**config.mk**
```make
export PLATFORM = sky130hd
export DESIGN_NAME = fvcsp_top
export DESIGN_NICKNAME = d
export VERILOG_FILES = /design/src/fvcsp_tail_unused_marker.sv /design/src/fvcsp_pkg.sv /design/src/fvcsp_sync.sv /design/src/fvcsp_top.sv
export SDC_FILE = /design/constraint.sdc
export NUM_CORES = 1
export LEC_CHECK = 0
export ABC_AREA = 1
export BUFFER_PORTS_ARGS = -buffer_cell sky130_fd_sc_hd__buf_2
export CORE_ASPECT_RATIO = 0.5
export CORE_MARGIN = 2
export CORE_UTILIZATION = 61
export DETAILED_ROUTE_END_ITERATION = 6
export PLACE_DENSITY_LB_ADDON = 0.05
export SYNTH_ARGS = -nofsm -noshare
export SYNTH_HDL_FRONTEND = slang
export SYNTH_SLANG_ARGS = --single-unit
```
**constraint.sdc**
```tcl
create_clock -name sys_clk -period 3.4 [get_ports sys_clk]
set_input_delay 0 -clock sys_clk [delete_from_list [all_inputs] [get_ports sys_clk]]
set_output_delay 0 -clock sys_clk [all_outputs]
set_load 0.05 [all_outputs]
```
**src/fvcsp_tail_unused_marker.sv**
```systemverilog
// Spare compilation unit; holds no module, package or logic.
// Assumes nothing of its surroundings; safe to compile in any order.

```
**src/fvcsp_pkg.sv**
```systemverilog
// Constants and types of the three-wire configuration port.
// Assumes one system clock; serial pins arrive asynchronous to it.
package fvcsp_pkg;

  // Frame layout
  localparam int ADDR_BITS  = 15;                   // Address field length
  localparam int DATA_BITS  = 8;                    // Data word length
  localparam int INSTR_BITS = 1 + ADDR_BITS;        // Direction plus address
  localparam int CNT_W      = 5;                    // Edge counter width

  // Counter marks
  localparam logic [CNT_W-1:0] INSTR_LAST = 5'h0f;  // Index of last instruction rise
  localparam logic [CNT_W-1:0] DATA_FULL  = 5'h08;  // Data rises in a complete frame
  localparam logic [CNT_W-1:0] DATA_OVER  = 5'h09;  // Saturation: frame too long

  // Fixed device address carried in every frame
  localparam logic [ADDR_BITS-1:0] DEV_ADDR = 15'h0010;

  // Field positions in the data word
  localparam int BIT_CHIP_EN = 7;                   // Chip enable
  localparam int BIT_OFS_EN  = 4;                   // Offset loop enable
  localparam int FREQ_MSB    = 2;                   // Filter code msb
  localparam int FREQ_LSB    = 0;                   // Filter code lsb

  // Codes and reset values
  localparam logic [2:0] CODE_BYPASS = 3'h7;        // Filter bypass code
  localparam logic [7:0] CFG_RESET   = 8'h97;       // Enable, offset on, bypass

  // Transaction states, Gray in the order idle-instr-write-read
  typedef enum logic [1:0] {
    ST_IDLE  = 2'b00,
    ST_INSTR = 2'b01,
    ST_WDATA = 2'b11,
    ST_RDATA = 2'b10
  } fvcsp_state_t;

endpackage : fvcsp_pkg

```
**src/fvcsp_sync.sv**
```systemverilog
// Two-flop synchroniser for a bundle of asynchronous pin levels.
// Assumes each bit is a slow level or an edge the caller detects later.
module fvcsp_sync #(
  parameter int               WIDTH     = 1,
  parameter logic [WIDTH-1:0] RESET_VAL = '0
) (
  // Clock and reset
  input  wire logic             clk,
  input  wire logic             rstN,
  // Levels
  input  wire logic [WIDTH-1:0] asyncIn,
  output logic      [WIDTH-1:0] syncOut
);

  logic [WIDTH-1:0] metaQ;                          // First stage, read by second only

  // Two stages; reset to a constant idle level
  always_ff @(posedge clk or negedge rstN) begin
    if (!rstN) begin
      metaQ   <= RESET_VAL;
      syncOut <= RESET_VAL;
    end else begin
      metaQ   <= asyncIn;
      syncOut <= metaQ;
    end
  end

endmodule : fvcsp_sync

```
**src/fvcsp_top.sv**
```systemverilog
// Three-wire serial configuration port: shifts 24-bit frames, holds settings.
// Assumes the host is master of select and serial clock, both oversampled
// by sys_clk; serial clock must stay well below a quarter of sys_clk.
module fvcsp_top (
  // System
  input  wire logic       sys_clk,
  input  wire logic       rst_n,
  // Serial pins
  input  wire logic       spiCsN,
  input  wire logic       spiSclk,
  input  wire logic       sdioIn,
  output logic            sdioOut,
  output logic            sdioOe,
  // Settings
  output logic            chipEnable,
  output logic            offsetLoopEn,
  output logic [2:0]      filterCode,
  output logic            filterBypass
);

  // Reset release
  logic                        rstMetaN;              // First reset stage
  logic                        rstSyncN;              // Reset used everywhere

  // Synchronised pins
  logic [2:0]                  pinSync;               // {cs, sclk, sdio}
  logic                        csS;                   // Select, synced
  logic                        sclkS;                 // Serial clock, synced
  logic                        sdioS;                 // Data in, synced

  // Edge history
  logic                        csPrevQ;
  logic                        sclkPrevQ;
  logic                        csFall;
  logic                        csRise;
  logic                        sclkRise;
  logic                        sclkFall;

  // Transaction state
  fvcsp_pkg::fvcsp_state_t     stateQ, stateD;
  logic [fvcsp_pkg::CNT_W-1:0] bitCntQ, bitCntD;      // Rises taken in phase
  logic [fvcsp_pkg::INSTR_BITS-1:0] instrQ, instrD;   // Direction and address
  logic [7:0]                  dataQ, dataD;          // Write in / read out
  logic                        oeQ, oeD;              // Data line driven
  logic [7:0]                  cfgQ, cfgD;            // Settings register
  logic                        bypassQ, bypassD;      // Decoded bypass
  logic                        commit;                // Full valid write

  // Reset synchroniser: async assert, clocked release
  always_ff @(posedge sys_clk or negedge rst_n) begin
    if (!rst_n) begin
      rstMetaN <= 1'b0;
      rstSyncN <= 1'b0;
    end else begin
      rstMetaN <= 1'b1;
      rstSyncN <= rstMetaN;
    end
  end

  // Pins cross into sys_clk; select idles high
  fvcsp_sync #(
    .WIDTH     (3),
    .RESET_VAL (3'h4)
  ) u_pinSync (
    .clk     (sys_clk),
    .rstN    (rstSyncN),
    .asyncIn ({spiCsN, spiSclk, sdioIn}),
    .syncOut (pinSync)
  );

  assign csS   = pinSync[2];
  assign sclkS = pinSync[1];
  assign sdioS = pinSync[0];

  // Edge history registers
  always_ff @(posedge sys_clk or negedge rstSyncN) begin
    if (!rstSyncN) begin
      csPrevQ   <= 1'b1;
      sclkPrevQ <= 1'b0;
    end else begin
      csPrevQ   <= csS;
      sclkPrevQ <= sclkS;
    end
  end

  // Edges; sclk edges only count while selected
  assign csFall   = csPrevQ & ~csS;
  assign csRise   = ~csPrevQ & csS;
  assign sclkRise = ~csS & sclkS & ~sclkPrevQ;
  assign sclkFall = ~csS & ~sclkS & sclkPrevQ;

  // valid write frame
  // Commit only on exactly 24 bits with the fixed address
  assign commit = csRise && (stateQ == fvcsp_pkg::ST_WDATA)
               && (bitCntQ == fvcsp_pkg::DATA_FULL)
               && (instrQ[fvcsp_pkg::ADDR_BITS-1:0] == fvcsp_pkg::DEV_ADDR);

  // Next-state logic of the frame engine
  always_comb begin
    stateD  = stateQ;
    bitCntD = bitCntQ;
    instrD  = instrQ;
    dataD   = dataQ;
    oeD     = oeQ;
    if (csRise) begin
      // select ends transaction
      // Any phase returns to idle and frees the line
      stateD  = fvcsp_pkg::ST_IDLE;
      oeD     = 1'b0;
      bitCntD = '0;
    end else if (csFall) begin
      stateD  = fvcsp_pkg::ST_INSTR;
      bitCntD = '0;
      oeD     = 1'b0;
    end else begin
      unique case (stateQ)
        fvcsp_pkg::ST_IDLE: begin
          // Waiting for select
          oeD = 1'b0;
        end
        fvcsp_pkg::ST_INSTR: begin
          if (sclkRise) begin
            instrD  = {instrQ[fvcsp_pkg::INSTR_BITS-2:0], sdioS};
            bitCntD = bitCntQ + 5'h01;
            if (bitCntQ == fvcsp_pkg::INSTR_LAST) begin
              bitCntD = '0;
              if (instrQ[fvcsp_pkg::INSTR_BITS-2]) begin
                stateD = fvcsp_pkg::ST_RDATA;
                oeD    = 1'b1;
                dataD  = cfgQ;
              end else begin
                stateD = fvcsp_pkg::ST_WDATA;
              end
            end
          end
        end
        fvcsp_pkg::ST_WDATA: begin
          if (sclkRise) begin
            dataD = {dataQ[6:0], sdioS};
            if (bitCntQ != fvcsp_pkg::DATA_OVER) begin
              bitCntD = bitCntQ + 5'h01;
            end
          end
        end
        fvcsp_pkg::ST_RDATA: begin
          if (sclkRise && bitCntQ != fvcsp_pkg::DATA_OVER) begin
            bitCntD = bitCntQ + 5'h01;
          end else if (sclkFall && bitCntQ != '0) begin
            // shift on falling edge
            // First fall after turnaround keeps the MSB in place
            dataD = {dataQ[6:0], 1'b0};
          end
        end
      endcase
    end
  end

  // Frame engine registers
  always_ff @(posedge sys_clk or negedge rstSyncN) begin
    if (!rstSyncN) begin
      stateQ  <= fvcsp_pkg::ST_IDLE;
      bitCntQ <= '0;
      instrQ  <= '0;
      dataQ   <= '0;
      oeQ     <= 1'b0;
    end else begin
      stateQ  <= stateD;
      bitCntQ <= bitCntD;
      instrQ  <= instrD;
      dataQ   <= dataD;
      oeQ     <= oeD;
    end
  end

  // Settings next values; one word updates all fields at once
  always_comb begin
    cfgD    = cfgQ;
    bypassD = bypassQ;
    if (commit) begin
      cfgD    = dataQ;
      bypassD = (dataQ[fvcsp_pkg::FREQ_MSB:fvcsp_pkg::FREQ_LSB]
                 == fvcsp_pkg::CODE_BYPASS);
    end
  end

  // power-up defaults
  // Settings registers
  always_ff @(posedge sys_clk or negedge rstSyncN) begin
    if (!rstSyncN) begin
      cfgQ    <= fvcsp_pkg::CFG_RESET;
      bypassQ <= 1'b1;
    end else begin
      cfgQ    <= cfgD;
      bypassQ <= bypassD;
    end
  end

  // Outputs straight from registers
  assign sdioOut      = dataQ[7];
  assign sdioOe       = oeQ;
  assign offsetLoopEn = cfgQ[fvcsp_pkg::BIT_OFS_EN];
  assign chipEnable   = cfgQ[fvcsp_pkg::BIT_CHIP_EN];
  assign filterCode   = cfgQ[fvcsp_pkg::FREQ_MSB:fvcsp_pkg::FREQ_LSB];
  assign filterBypass = bypassQ;
endmodule : fvcsp_top

```
* Yosys cells after proc, flatten, opt, wreduce, memory -nomap -nowiden *
Index checks and enable logic that the tools add are counted.

operators by class
  bitwise logic cells = 12
  multiplexer cells = 27
  $add $sub $neg = 1
  equal/unequal tests = 20
  reductions and logical operators = 18

operators with widths
  kind                                                   count
  2-to-1 mux 8 bit                                       6
  2-to-1 mux 5 bit                                       7
  one-hot mux 8 bit (3 select lines)                     1
  inequality test 4 bit, second input constant           5
  == test 15 x 5 -> 1 bit, second input constant         1
  one-hot mux 5 bit (3 select lines)                     1
  inequality test 2 bit, second input constant           6
  nonzero test 3 bit                                     4
  == test 5 x 4 -> 1 bit, second input constant          2
  2-to-1 mux 2 bit                                       5
  nonzero test 5 bit                                     2
  AND reduction 9 bit                                    1
  AND reduction 4 bit                                    2
  AND 1 bit                                              6
  2-to-1 mux 1 bit                                       6
  inverter 1 bit                                         6
  adder 5 x 1 -> 5 bit, second input constant            1
  logical AND 1 bit                                      5
  inequality test 5 x 4 -> 1 bit, second input constant  1
  AND reduction 5 bit                                    1
  == test 2 bit, second input constant                   2
  inequality test 4 x 3 -> 1 bit, second input constant  1
  nonzero test 4 bit                                     1
  == test 3 bit, second input constant                   1
  other kinds (4)                                        4

storage, ports and cells
  input port bits = 5
  logic and storage cells = 91
  flip-flop bits (word level) = 50
  output and inout bits = 8

* Longest topological paths before layout *
Gate-level depths: netlist (run 1).

  word-level depth = 8
  depth in mapped cells = 12
  gate-level depth less buffers = 12

* Hierarchy *
Synthesis (run 1) repeated with hierarchy kept, for this count alone.

second synthesis, totals
  cells, all modules = 280
  area, all modules = 2382.3 um^2

by module, submodules not included
  module      area an instance (um^2)  instances  seq. area each (um^2)  cells an instance
  fvcsp_top   2229.6                   1          1109.8                 274
  fvcsp_sync  152.6                    1          152.6                  6

* Worst setup path before layout (run 1) *
Ideal clock, no wire load.

  kind = register to register
  start = register u_pinSync.syncOut[2]
  end = register dataQ[7]
  buffers on the path = 0
  clock period less this slack = 1564 ps
  cell stages (with the launch flop) = 9
  data arrival time = 1444 ps
  library setup time = 119 ps
  required time = 3281 ps
  setup slack = 1836 ps
  cells stage by stage = dfstp_2 inv_1 ha_1 nor2_1 nand2_1 nor2_4 nand2_2 nand2_1 nand2_1

on the way
  cells in the longest elaborated chain, start to end = 6
  elaborated cells between the ends (all ways) = 16
  classes of those cells = 4 x eq/ne; 9 x bitwise; 3 x reduce/logical

RTL lines
  what                                       RTL line                                           RTL
  start: declaration                         fvcsp_sync.sv:12                                   output logic [WIDTH-1:0] syncOut
  start signal: assignment                   fvcsp_sync.sv:24                                   syncOut <= metaQ;
  inverter 1 bit                             fvcsp_top.sv:87, fvcsp_top.sv:89, fvcsp_top.sv:90
  AND 1 bit (on tied branches) (2 in a row)  fvcsp_top.sv:90, fvcsp_top.sv:89
  logical AND 1 bit (on tied branches)       fvcsp_top.sv:148, fvcsp_top.sv:146
  inequality test 2 bit (no line)            --
  AND reduction 9 bit (no line) (*)          --
  end signal: assignment                     fvcsp_top.sv:170                                   dataQ <= dataD;
  end: declaration                           fvcsp_top.sv:43                                    logic [7:0] dataQ, dataD;

Every way passes the cells marked *; elsewhere a longest branch is shown, timed or not.
A chain may end at the register's enable or synchronous reset.

* Final worst setup path (run 1) *
  start = register stateQ[1]
  end = register instrQ[5] (netlist bit)

on the way
  cells in the longest elaborated chain, start to end = 2

RTL lines
  what                           RTL line          RTL
  start: declaration             fvcsp_top.sv:40   fvcsp_pkg::fvcsp_state_t stateQ, stateD;
  start signal: assignment       fvcsp_top.sv:161  stateQ <= fvcsp_pkg::ST_IDLE;
  start signal: assignment       fvcsp_top.sv:167  stateQ <= stateD;
  == test 2 x 1 -> 1 bit         fvcsp_top.sv:116  unique case (stateQ)
  AND reduction 4 bit (no line)  --
  end signal: assignment         fvcsp_top.sv:169  instrQ <= instrD;
  end: declaration               fvcsp_top.sv:42   logic [fvcsp_pkg::INSTR_BITS-1:0] instrQ, instrD;

No other way between the ends.

==> impl_metrics.yaml, run 1 <==
status:
  outcome: "finished clean"
route:
  avgRoutedWirePerCell_um: 11.9
  dr_total_vias: 1768
  finalWirelength_um: 4200
  drcViolationCount: 0
  ant_nets: 0
  drtPass1Iterations: 4
  via_per_inst: 5.01
  drt_iter0_markers: 102
cts:
  cts_buffer_depth: 2
  insertion_delay_ps: 310
  cts-htree-levels: 2
  path_clk_slew_ps: 100
  clock_sinks: 50
  root_buffer: "clkbuf_8"
  numCtsBuffers: 5
  cts_resized: 0
  cts_tree: "yes"
logic_synthesis:
  ys_types: 25
  synth.avg_cell_area_um2: 8.54
  yosys_warnings: 0
  synth_mux_area_frac: 0
  synth_seq_area_share: 0.522
  netlist_instances: 283
  synth_top_family_by_area: "simple AND/OR/NAND/NOR gates"
  synth_fp_nets: 293
  synth_top_area_frac: 0.424
  synth-xor-area-share: 0.00362
  synthSimpleGateAreaFrac: 0.265
  synth_area_leaders: "dfrtp_1 (42%), nand2_1 (12%), dfstp_2 (9.8%), inv_1 (5.1%), nand3_1 (4.3%)"
  synth_compound_area_frac: 0.0932
  synthesis.area_um2: 2420
  synthAdderAreaFrac: 0.0259
  synth_largest_area_cell: "dfrtp_1"
  ys_ff_latch: 50
timing:
  maxSlewViolCount: 0
  tightestPinTransition_ps: 1010
  clock_skew_ps: 8.43
  rsz0062_at_grt: "false"
  fin_ws_ps: 1450
  period_needed_ps: 1950
  setup_viol_count_final: 0
  maxSlewHeadroom: 0.325
  min_period_over_period: 0.574
  fmax_ghz: 0.512
  finalHoldViolCount: 0
  tns_ps: 0
pwr:
  ir_worst_vdd_mv: 0.306
  powerDensity_nw_per_um2: 468
  power_leakage_nw: 1.24
final_layout:
  area_growth_pct: 8.85
  nNetsFinal: 308
  regArea_um2: 1260
  multiInputGateArea_um2: 941
  num-fill-cells: 310
  num_antenna_cells: 0
  drive_gt1_frac: 0.201
floorplanning:
  initial_core_util: 0.629
  dieHeight_um: 48.5
  core_region_area_um2: 3840
  die_area_um2: 4510
  num_rows: 16
  io_pins: 13
  die_x_um: 93.0
placed_design:
  portBuffers: 12
  gp_congestion: 0.921
  hpwl_um: 2970
  place_ws_ps: 1450
critical_path:
  cpLargestDelayFamily: "simple AND/OR/NAND/NOR gates"
  worst_ep_arrival_time_ps: 2120
  crit_buf_inv: 1
  endpoint_kind: "register"
  crit_required_ps: 3570
  crit_cells: 6
  crit_fanout: 30
  rr_worst_depth: 6
  critical_path_class: "register to register"
  startpoint_type: "register"
  cp_slowest_cell: "nand2_1"
  crit_chain: "inv_2 > nand2_2 > nor2_2 > nand2_1 > nor2_1 > a21oi_1"
  critPathMaxStageDelay_ps: 510
min_path:
  hold_path_class: "primary input to register"
  hold_depth: 2
grt:
  overflow: 0
  grt_max_degree: 49
  track_usage: 0.219
  antenna_found_initial: 0
  grt_pass1_wl_um: 7600
  grt_pass1_vias: 1575
job:
  max_cap_viol_count: 0
## synthesized netlist by cell type
cell and n:
nor2_2 3, nand2_1 75, nor2_1 15, nand3b_1 1
nand4_1 8, clkinv_2 1, a21oi_1 3, dfstp_2 9
nor2_4 3, buf_6 1, inv_1 33, nand2_2 6
dfrtp_1 41, buf_4 3, o21ai_2 8, o21ai_1 19
nand3_4 2, nand3_1 21, inv_2 7, conb_1 1
ha_1 5, o21ai_0 9, buf_2 5, xor2_1 1
nor3_1 3
## sequential cells by signal, summed over array words and instances, names as in the netlist
| name | flops |
|---|---|
| bitCntQ | 5 |
| cfgQ | 8 |
| csPrevQ | 1 |
| dataQ | 8 |
| filterBypass | 1 |
| instrQ | 15 |
| rstMetaN | 1 |
| rstSyncN | 1 |
| sclkPrevQ | 1 |
| sdioOe | 1 |
| stateQ | 2 |
| u_pinSync.metaQ | 3 |
| u_pinSync.syncOut | 3 |
## layout make-up
class                   count  share of cell area
well taps                  54              0.0257
repair buffers             17              0.0418
clock inverters             3             0.00951
inverters                  41              0.0590
multi-input cells         183               0.358
clock buffers               5              0.0262
flip-flops and latches     50               0.480
## layout by cell type (no fill, tap or decap), types with 5 or more instances in the layout
cell type / n
nor2_1: 15
dfrtp_1: 40
clkbuf_8: 5
nand2_2: 6
o21ai_2: 8
dlygate4sd3_1: 5
nand3_1: 21
nand2_1: 75
dfstp_2: 9
o21ai_0: 9
nand4_1: 8
inv_2: 7
o21ai_1: 19
ha_1: 5
buf_2: 12
inv_1: 33
## stage by stage
| stage | cells | utilization | power (W) | hold slack [ps] | cell area (µm²) |
|---|---|---|---|---|---|
| 6_report | 353 | 0.685 | 0.00123 | 325 | 2630 |
| 5_1_grt | 353 | 0.685 | 0.00131 | 325 | 2630 |
| 4_1_cts | 353 | 0.685 | 0.00125 | 312 | 2630 |
| 3_5_place_dp | 340 | 0.647 | 0.000884 | -215 | 2490 |
| 3_3_place_gp | 340 | 0.647 | 0.000879 | -216 | 2490 |
| 2_1_floorplan | 283 | - | 0.000842 | -296 | 2420 |
## power by group
part	switching, W	internal [W]
sequential	0.0000426	0.000644
combinational	0.000123	0.0000659
clock	0.000206	0.000149
total	0.000372	0.000859
## final timing paths
check,startpoint,end,slack [ps]
max reg2reg,stateQ[1]$_DFFE_PN0P_,instrQ[5]$_DFFE_PN0P_,1450
min in group asynchronous,rstSyncN$_DFF_PN0_,dataQ[7]$_DFFE_PN0P_,460
max,stateQ[1]$_DFFE_PN0P_,instrQ[5]$_DFFE_PN0P_,1450
min,sdioIn,u_pinSync.metaQ[0]$_DFF_PN0_,320
max in group asynchronous,rstSyncN$_DFF_PN0_,bitCntQ[2]$_DFFE_PN0P_,2310
min reg2reg,u_pinSync.metaQ[0]$_DFF_PN0_,u_pinSync.syncOut[0]$_DFF_PN0_,360
## metal layers
layer | GRT usage | part of all wire | vias to the layer above
met5 | 0 | 0 | -
met4 | 0.0662 | 0.011 | 0
li1 | - | - | 918
met2 | 0.285 | 0.41 | 17
met3 | 0.0561 | 0.030 | 5
met1 | 0.356 | 0.55 | 828
## kinds of logic (layout without fill, tap and decap cells)
group	count (synthesis)	in the layout
AO/OA/AOI/OAI	39	39
XOR/XNOR	1	1
AND/OR/NAND/NOR	137	137
flip-flops	50	50
other	1	1
adder cells (fa/ha/maj)	5	5
buffers and inverters	50	66
## repair_timing
action | in CTS | in global routing
endpoints found under the hold margin | 5 | 0
buffers inserted | 0 | 0
hold buffers | 5 | 0
Power figures use the tool's default switching activity.
==> inputs of run 2 (changes only) <==
CORE_UTILIZATION = 60   (was 61)
clock period = 1.99 ns   (was 3.4 ns; I/O delays follow)
==> impl_metrics.yaml, run 2 (same netlist as run 1, synthesis figures left out) <==
cts:
  cts-htree-levels: 2
  path_clk_slew_ps: 100
  cts_buffer_depth: 2
  root_buffer: "clkbuf_8"
  clock_sinks: 50
  insertion_delay_ps: 310
  cts_tree: "yes"
  numCtsBuffers: 5
  post_cts_buffers: 0
final_layout:
  largest_reg_flops: 15
  nNetsFinal: 311
  layout_common_cells: "nand2_1 (75), dfrtp_1 (40), inv_1 (33)"
  multiInputGateArea_um2: 941
  drive_gt1_frac: 0.205
  num_antenna_cells: 0
  area_growth_pct: 11.0
  final_area_um2: 2680
  final_common_cell: "nand2_1"
  reg.largest.list: "instrQ (15), cfgQ (8), dataQ (8)"
  largest_register: "instrQ"
  regArea_um2: 1260
  num-fill-cells: 313
route:
  drtPass1Iterations: 4
  drcViolationCount: 0
  drt_iter0_markers: 86
  finalWirelength_um: 4440
  via_per_inst: 4.99
  dr_total_vias: 1775
  ant_nets: 0
  avgRoutedWirePerCell_um: 12.5
placed_design:
  gp_congestion: 0.909
  placed_area_um2: 2520
  portBuffers: 12
  hpwl_um: 3150
job:
  max_cap_viol_count: 0
floorplanning:
  die_x_um: 93.8
  io_pins: 13
  num_rows: 16
  die_area_um2: 4580
  dieHeight_um: 48.9
  core_region_area_um2: 3880
  initial_core_util: 0.622
pwr:
  p_sw_w: 0.000632
  power.internal_w: 0.00160
  powerDensity_nw_per_um2: 830
  power_w: 0.00223
  p_seq_frac: 0.524
  p_comb_frac: 0.154
  ir_worst_vdd_mv: 0.562
  power_leakage_nw: 1.26
  swShare: 0.284
  clkPwrFrac: 0.322
timing:
  tns_ps: 0
  hold_ws_ps: 259
  period_needed_ps: 1810
  maxSlewViolCount: 0
  rsz0062_at_grt: "false"
  tightestPinTransition_ps: 542
  finalHoldViolCount: 0
  maxSlewHeadroom: 0.639
  clock_skew_ps: 9.93
  min_period_over_period: 0.910
  fmax_ghz: 0.552
  setup_viol_count_final: 0
critical_path:
  crit_required_ps: 2190
  crit_chain: "inv_1 > ha_1 > nor2_1 > nand2_1 > nor2_4 > nand2_2 > nand2_1 > nand2_1"
  worstReg2RegEnd: "dataQ[7]$_DFFE_PN0P_"
  cp_slowest_cell: "dfstp_2"
  r2r_slack_ps: 180
  endpoint_kind: "register"
  regToRegStartpoint: "u_pinSync.syncOut[2]$_DFF_PN1_"
  startpoint_type: "register"
  worst_ep_arrival_time_ps: 2010
  crit_buf_inv: 1
  critical_path_class: "register to register"
  rr_worst_depth: 8
  cpMostUsedCell: "nand2_1"
  crit_fanout: 9
  critPathMaxStageDelay_ps: 570
  cpLargestDelayFamily: "simple AND/OR/NAND/NOR gates"
grt:
  grt_pass1_wl_um: 7850
  track_usage: 0.223
  antenna_found_initial: 0
  overflow: 0
  grt_pass1_vias: 1658
  grt_max_degree: 31
min_path:
  hold_path_class: "register to asynchronous set/reset pin"
status:
  outcome: "finished clean"
run 2: metrics by stage:
step / instances / utilization / worst slack, ps
4_1_cts: 356 / 0.691 / 180
3_5_place_dp: 343 / 0.649 / 176
6_report: 356 / 0.691 / 180
2_1_floorplan: 283 / - / 426
3_3_place_gp: 343 / 0.649 / 293
5_1_grt: 356 / 0.691 / 22.1
run 2: repair_timing:
item	4_1_cts	5_1_grt
setup endpoints to repair	0	0
resized for setup	0	0
endpoints found under the hold margin	5	0
hold buffers	5	0
run 2: final cells by class:
cell class / instances / share of cell area
Timing Repair Buffer: 20 / 0.0541
Inverter: 41 / 0.0578
Sequential cell: 50 / 0.471
Clock inverter: 2 / 0.0145
Tap cell: 54 / 0.0252
Clock buffer: 6 / 0.0270
Multi-Input combinational cell: 183 / 0.351
run 2: routing by layer:
layer | track usage | vias up | wire length, µm
met5 | 0 | - | 0
met4 | 0.0459 | 0 | 38
met3 | 0.0680 | 5 | 145
met2 | 0.320 | 26 | 1920
met1 | 0.335 | 815 | 2340
li1 | - | 929 | -
run 2: worst reg2reg max path, cell delays in order (launching register included):
cell and delay (ps):
dfstp_2 570, inv_1 60, ha_1 220, nor2_1 200, nand2_1 120, nor2_4 220
nand2_2 160, nand2_1 100, nand2_1 60
run 2: power groups by stage:
stage	combinational, W	clock, W	sequential, W
finish	0.000343	0.000719	0.00117
global placement	0.000325	0	0.00118
global route	0.000392	0.000782	0.00118
detailed placement	0.000335	0	0.00119
floorplan	0.000245	0	0.00119
CTS	0.000345	0.000732	0.00117
run 2: worst max path at each step:
stage,end,startpoint,depth (start not counted)
finish,dataQ[7]$_DFFE_PN0P_,u_pinSync.syncOut[2]$_DFF_PN1_,8
global route,dataQ[7]$_DFFE_PN0P_,u_pinSync.syncOut[2]$_DFF_PN1_,8
CTS,dataQ[7]$_DFFE_PN0P_,u_pinSync.syncOut[2]$_DFF_PN1_,8
detailed placement,dataQ[7]$_DFFE_PN0P_,u_pinSync.syncOut[2]$_DFF_PN1_,8
global placement,dataQ[6]$_DFFE_PN0P_,u_pinSync.syncOut[2]$_DFF_PN1_,8
floorplan,dataQ[7]$_DFFE_PN0P_,u_pinSync.syncOut[2]$_DFF_PN1_,8
==> inputs of run 3 (changes only) <==
CORE_ASPECT_RATIO = 1.2   (was 0.5)
CORE_UTILIZATION = 35   (was 60)
==> impl_metrics.yaml, run 3 (same netlist as run 1, synthesis figures left out) <==
grt:
  overflow: 0
  grt_pass1_vias: 1838
  antenna_found_initial: 0
  grt_pass1_wl_um: 8630
  track_usage: 0.148
  grt_max_degree: 31
min_path:
  hold_path_class: "register to asynchronous set/reset pin"
critical_path:
  crit_buf_inv: 1
  regToRegStartpoint: "u_pinSync.syncOut[2]$_DFF_PN1_"
  crit_fanout: 9
  crit_required_ps: 2200
  r2r_slack_ps: 250
  cpMostUsedCell: "nand2_1"
  critical_path_class: "register to register"
  endpoint: "dataQ[3]$_DFFE_PN0P_"
  cp_slowest_cell: "dfstp_2"
  cpLargestDelayFamily: "simple AND/OR/NAND/NOR gates"
  critPathMaxStageDelay_ps: 570
  rr_worst_depth: 8
  worst_ep_arrival_time_ps: 1950
  crit_start: "u_pinSync.syncOut[2]$_DFF_PN1_"
  startpoint_type: "register"
  crit_chain: "inv_1 > ha_1 > nor2_1 > nand2_1 > nor2_4 > nand2_2 > nand2_1 > nand2_1"
  worstReg2RegEnd: "dataQ[3]$_DFFE_PN0P_"
  endpoint_kind: "register"
  crit_cells: 8
timing:
  tns_ps: 0
  rsz0062_at_grt: "false"
  min_period_over_period: 0.875
  period_needed_ps: 1740
  maxSlewViolCount: 0
  fmax_ghz: 0.575
  setup_viol_count_final: 0
  finalHoldViolCount: 0
  clock_skew_ps: 5.75
cts:
  insertion_delay_ps: 310
  cts_resized: 0
  clock_sinks: 50
  numCtsBuffers: 5
  root_buffer: "clkbuf_8"
  cts_tree: "yes"
  cts-htree-levels: 2
  path_clk_slew_ps: 100
  cts_buffer_depth: 2
placed_design:
  hpwl_um: 3580
  gp_congestion: 0.855
  placed_area_um2: 2580
  portBuffers: 12
route:
  via_per_inst: 4.63
  ant_nets: 0
  drcViolationCount: 0
  avgRoutedWirePerCell_um: 12.6
  drtPass1Iterations: 4
  dr_total_vias: 1801
  drt_iter0_markers: 84
  finalWirelength_um: 4890
pwr:
  swShare: 0.297
  clkPwrFrac: 0.335
  power_leakage_nw: 1.27
  p_sw_w: 0.000677
  p_comb_frac: 0.152
  ir_worst_vdd_mv: 0.360
  power.internal_w: 0.00160
  powerDensity_nw_per_um2: 831
  p_seq_frac: 0.513
  power_w: 0.00228
final_layout:
  final_area_um2: 2740
  reg.largest.list: "instrQ (15), cfgQ (8), dataQ (8)"
  area_growth_pct: 13.5
  layout_common_cells: "nand2_1 (75), dfrtp_1 (40), inv_1 (33)"
  largest_reg_flops: 15
  nNetsFinal: 311
  largest_register: "instrQ"
  drive_gt1_frac: 0.209
  final_common_cell: "nand2_1"
  num_antenna_cells: 0
floorplanning:
  core_region_area_um2: 6770
  die_x_um: 79.9
  io_pins: 13
  initial_core_util: 0.357
  die_area_um2: 7590
  num_rows: 33
  dieHeight_um: 95.0
job:
  max_cap_viol_count: 0
status:
  outcome: "finished clean"
-- run 3: cell count changes in the layout (fill, tap and decap cells not counted) --
cell,previous run,this run
inv_8,0,1
clkinv_4,1,0
buf_4,2,1
clkbuf_1,1,0
clkinvlp_4,0,1
buf_12,1,2
-- run 3: metal layers --
metal,vias to the layer above,GRT usage,part of all wire
met4,0,0.0508,0.019
met1,850,0.184,0.47
met5,-,0,0
met3,8,0.0284,0.021
met2,17,0.258,0.50
li1,926,-,-
-- run 3: worst min-delay path by stage --
stage / start / end / slack [ps] / cells past startpoint
detailed placement: rst_n / rstMetaN$_DFF_PN0_ / -210 / 1
finish: rstSyncN$_DFF_PN0_ / u_pinSync.metaQ[1]$_DFF_PN0_ / 240 / 0
floorplan: rst_n / rstMetaN$_DFF_PN0_ / -300 / 0
global route: rstSyncN$_DFF_PN0_ / u_pinSync.metaQ[1]$_DFF_PN0_ / 300 / 0
CTS: rstSyncN$_DFF_PN0_ / u_pinSync.metaQ[1]$_DFF_PN0_ / 270 / 0
global placement: rst_n / rstMetaN$_DFF_PN0_ / -220 / 1
-- run 3: through the flow --
| stage | hold slack [ps] | util | setup slack (ps) | cells |
|---|---|---|---|---|
| 2_1_floorplan | -296 | - | 426 | 283 |
| 3_3_place_gp | -215 | 0.380 | 288 | 376 |
| 3_5_place_dp | -213 | 0.380 | 259 | 376 |
| 4_1_cts | 268 | 0.405 | 229 | 389 |
| 5_1_grt | 299 | 0.405 | 61.2 | 389 |
| 6_report | 238 | 0.405 | 249 | 389 |
-- run 3: final cells by class --
class                      count  area [µm²]
clock buffer                   5        68.8
clock inverter                 3        48.8
fill                         714        4030
inverter                      41         155
multi-input combinational    183         941
sequential                    50        1260
tap                           87         109
timing repair buffer          20         158
-- run 3: timing repair --
| item | 4_1_cts | 5_1_grt |
|---|---|---|
| buffers inserted | 0 | 0 |
| endpoints found under the hold margin | 5 | 0 |
| hold buffers | 5 | 0 |
-- run 3: power by group through the flow --
stage	Clock (W)	Combinational [W]	Sequential [W]
6_report	0.000765	0.000346	0.00117
3_5_place_dp	0	0.000343	0.00119
5_1_grt	0.000839	0.000400	0.00118
4_1_cts	0.000800	0.000353	0.00117
2_1_floorplan	0	0.000245	0.00119
3_3_place_gp	0	0.000340	0.00119
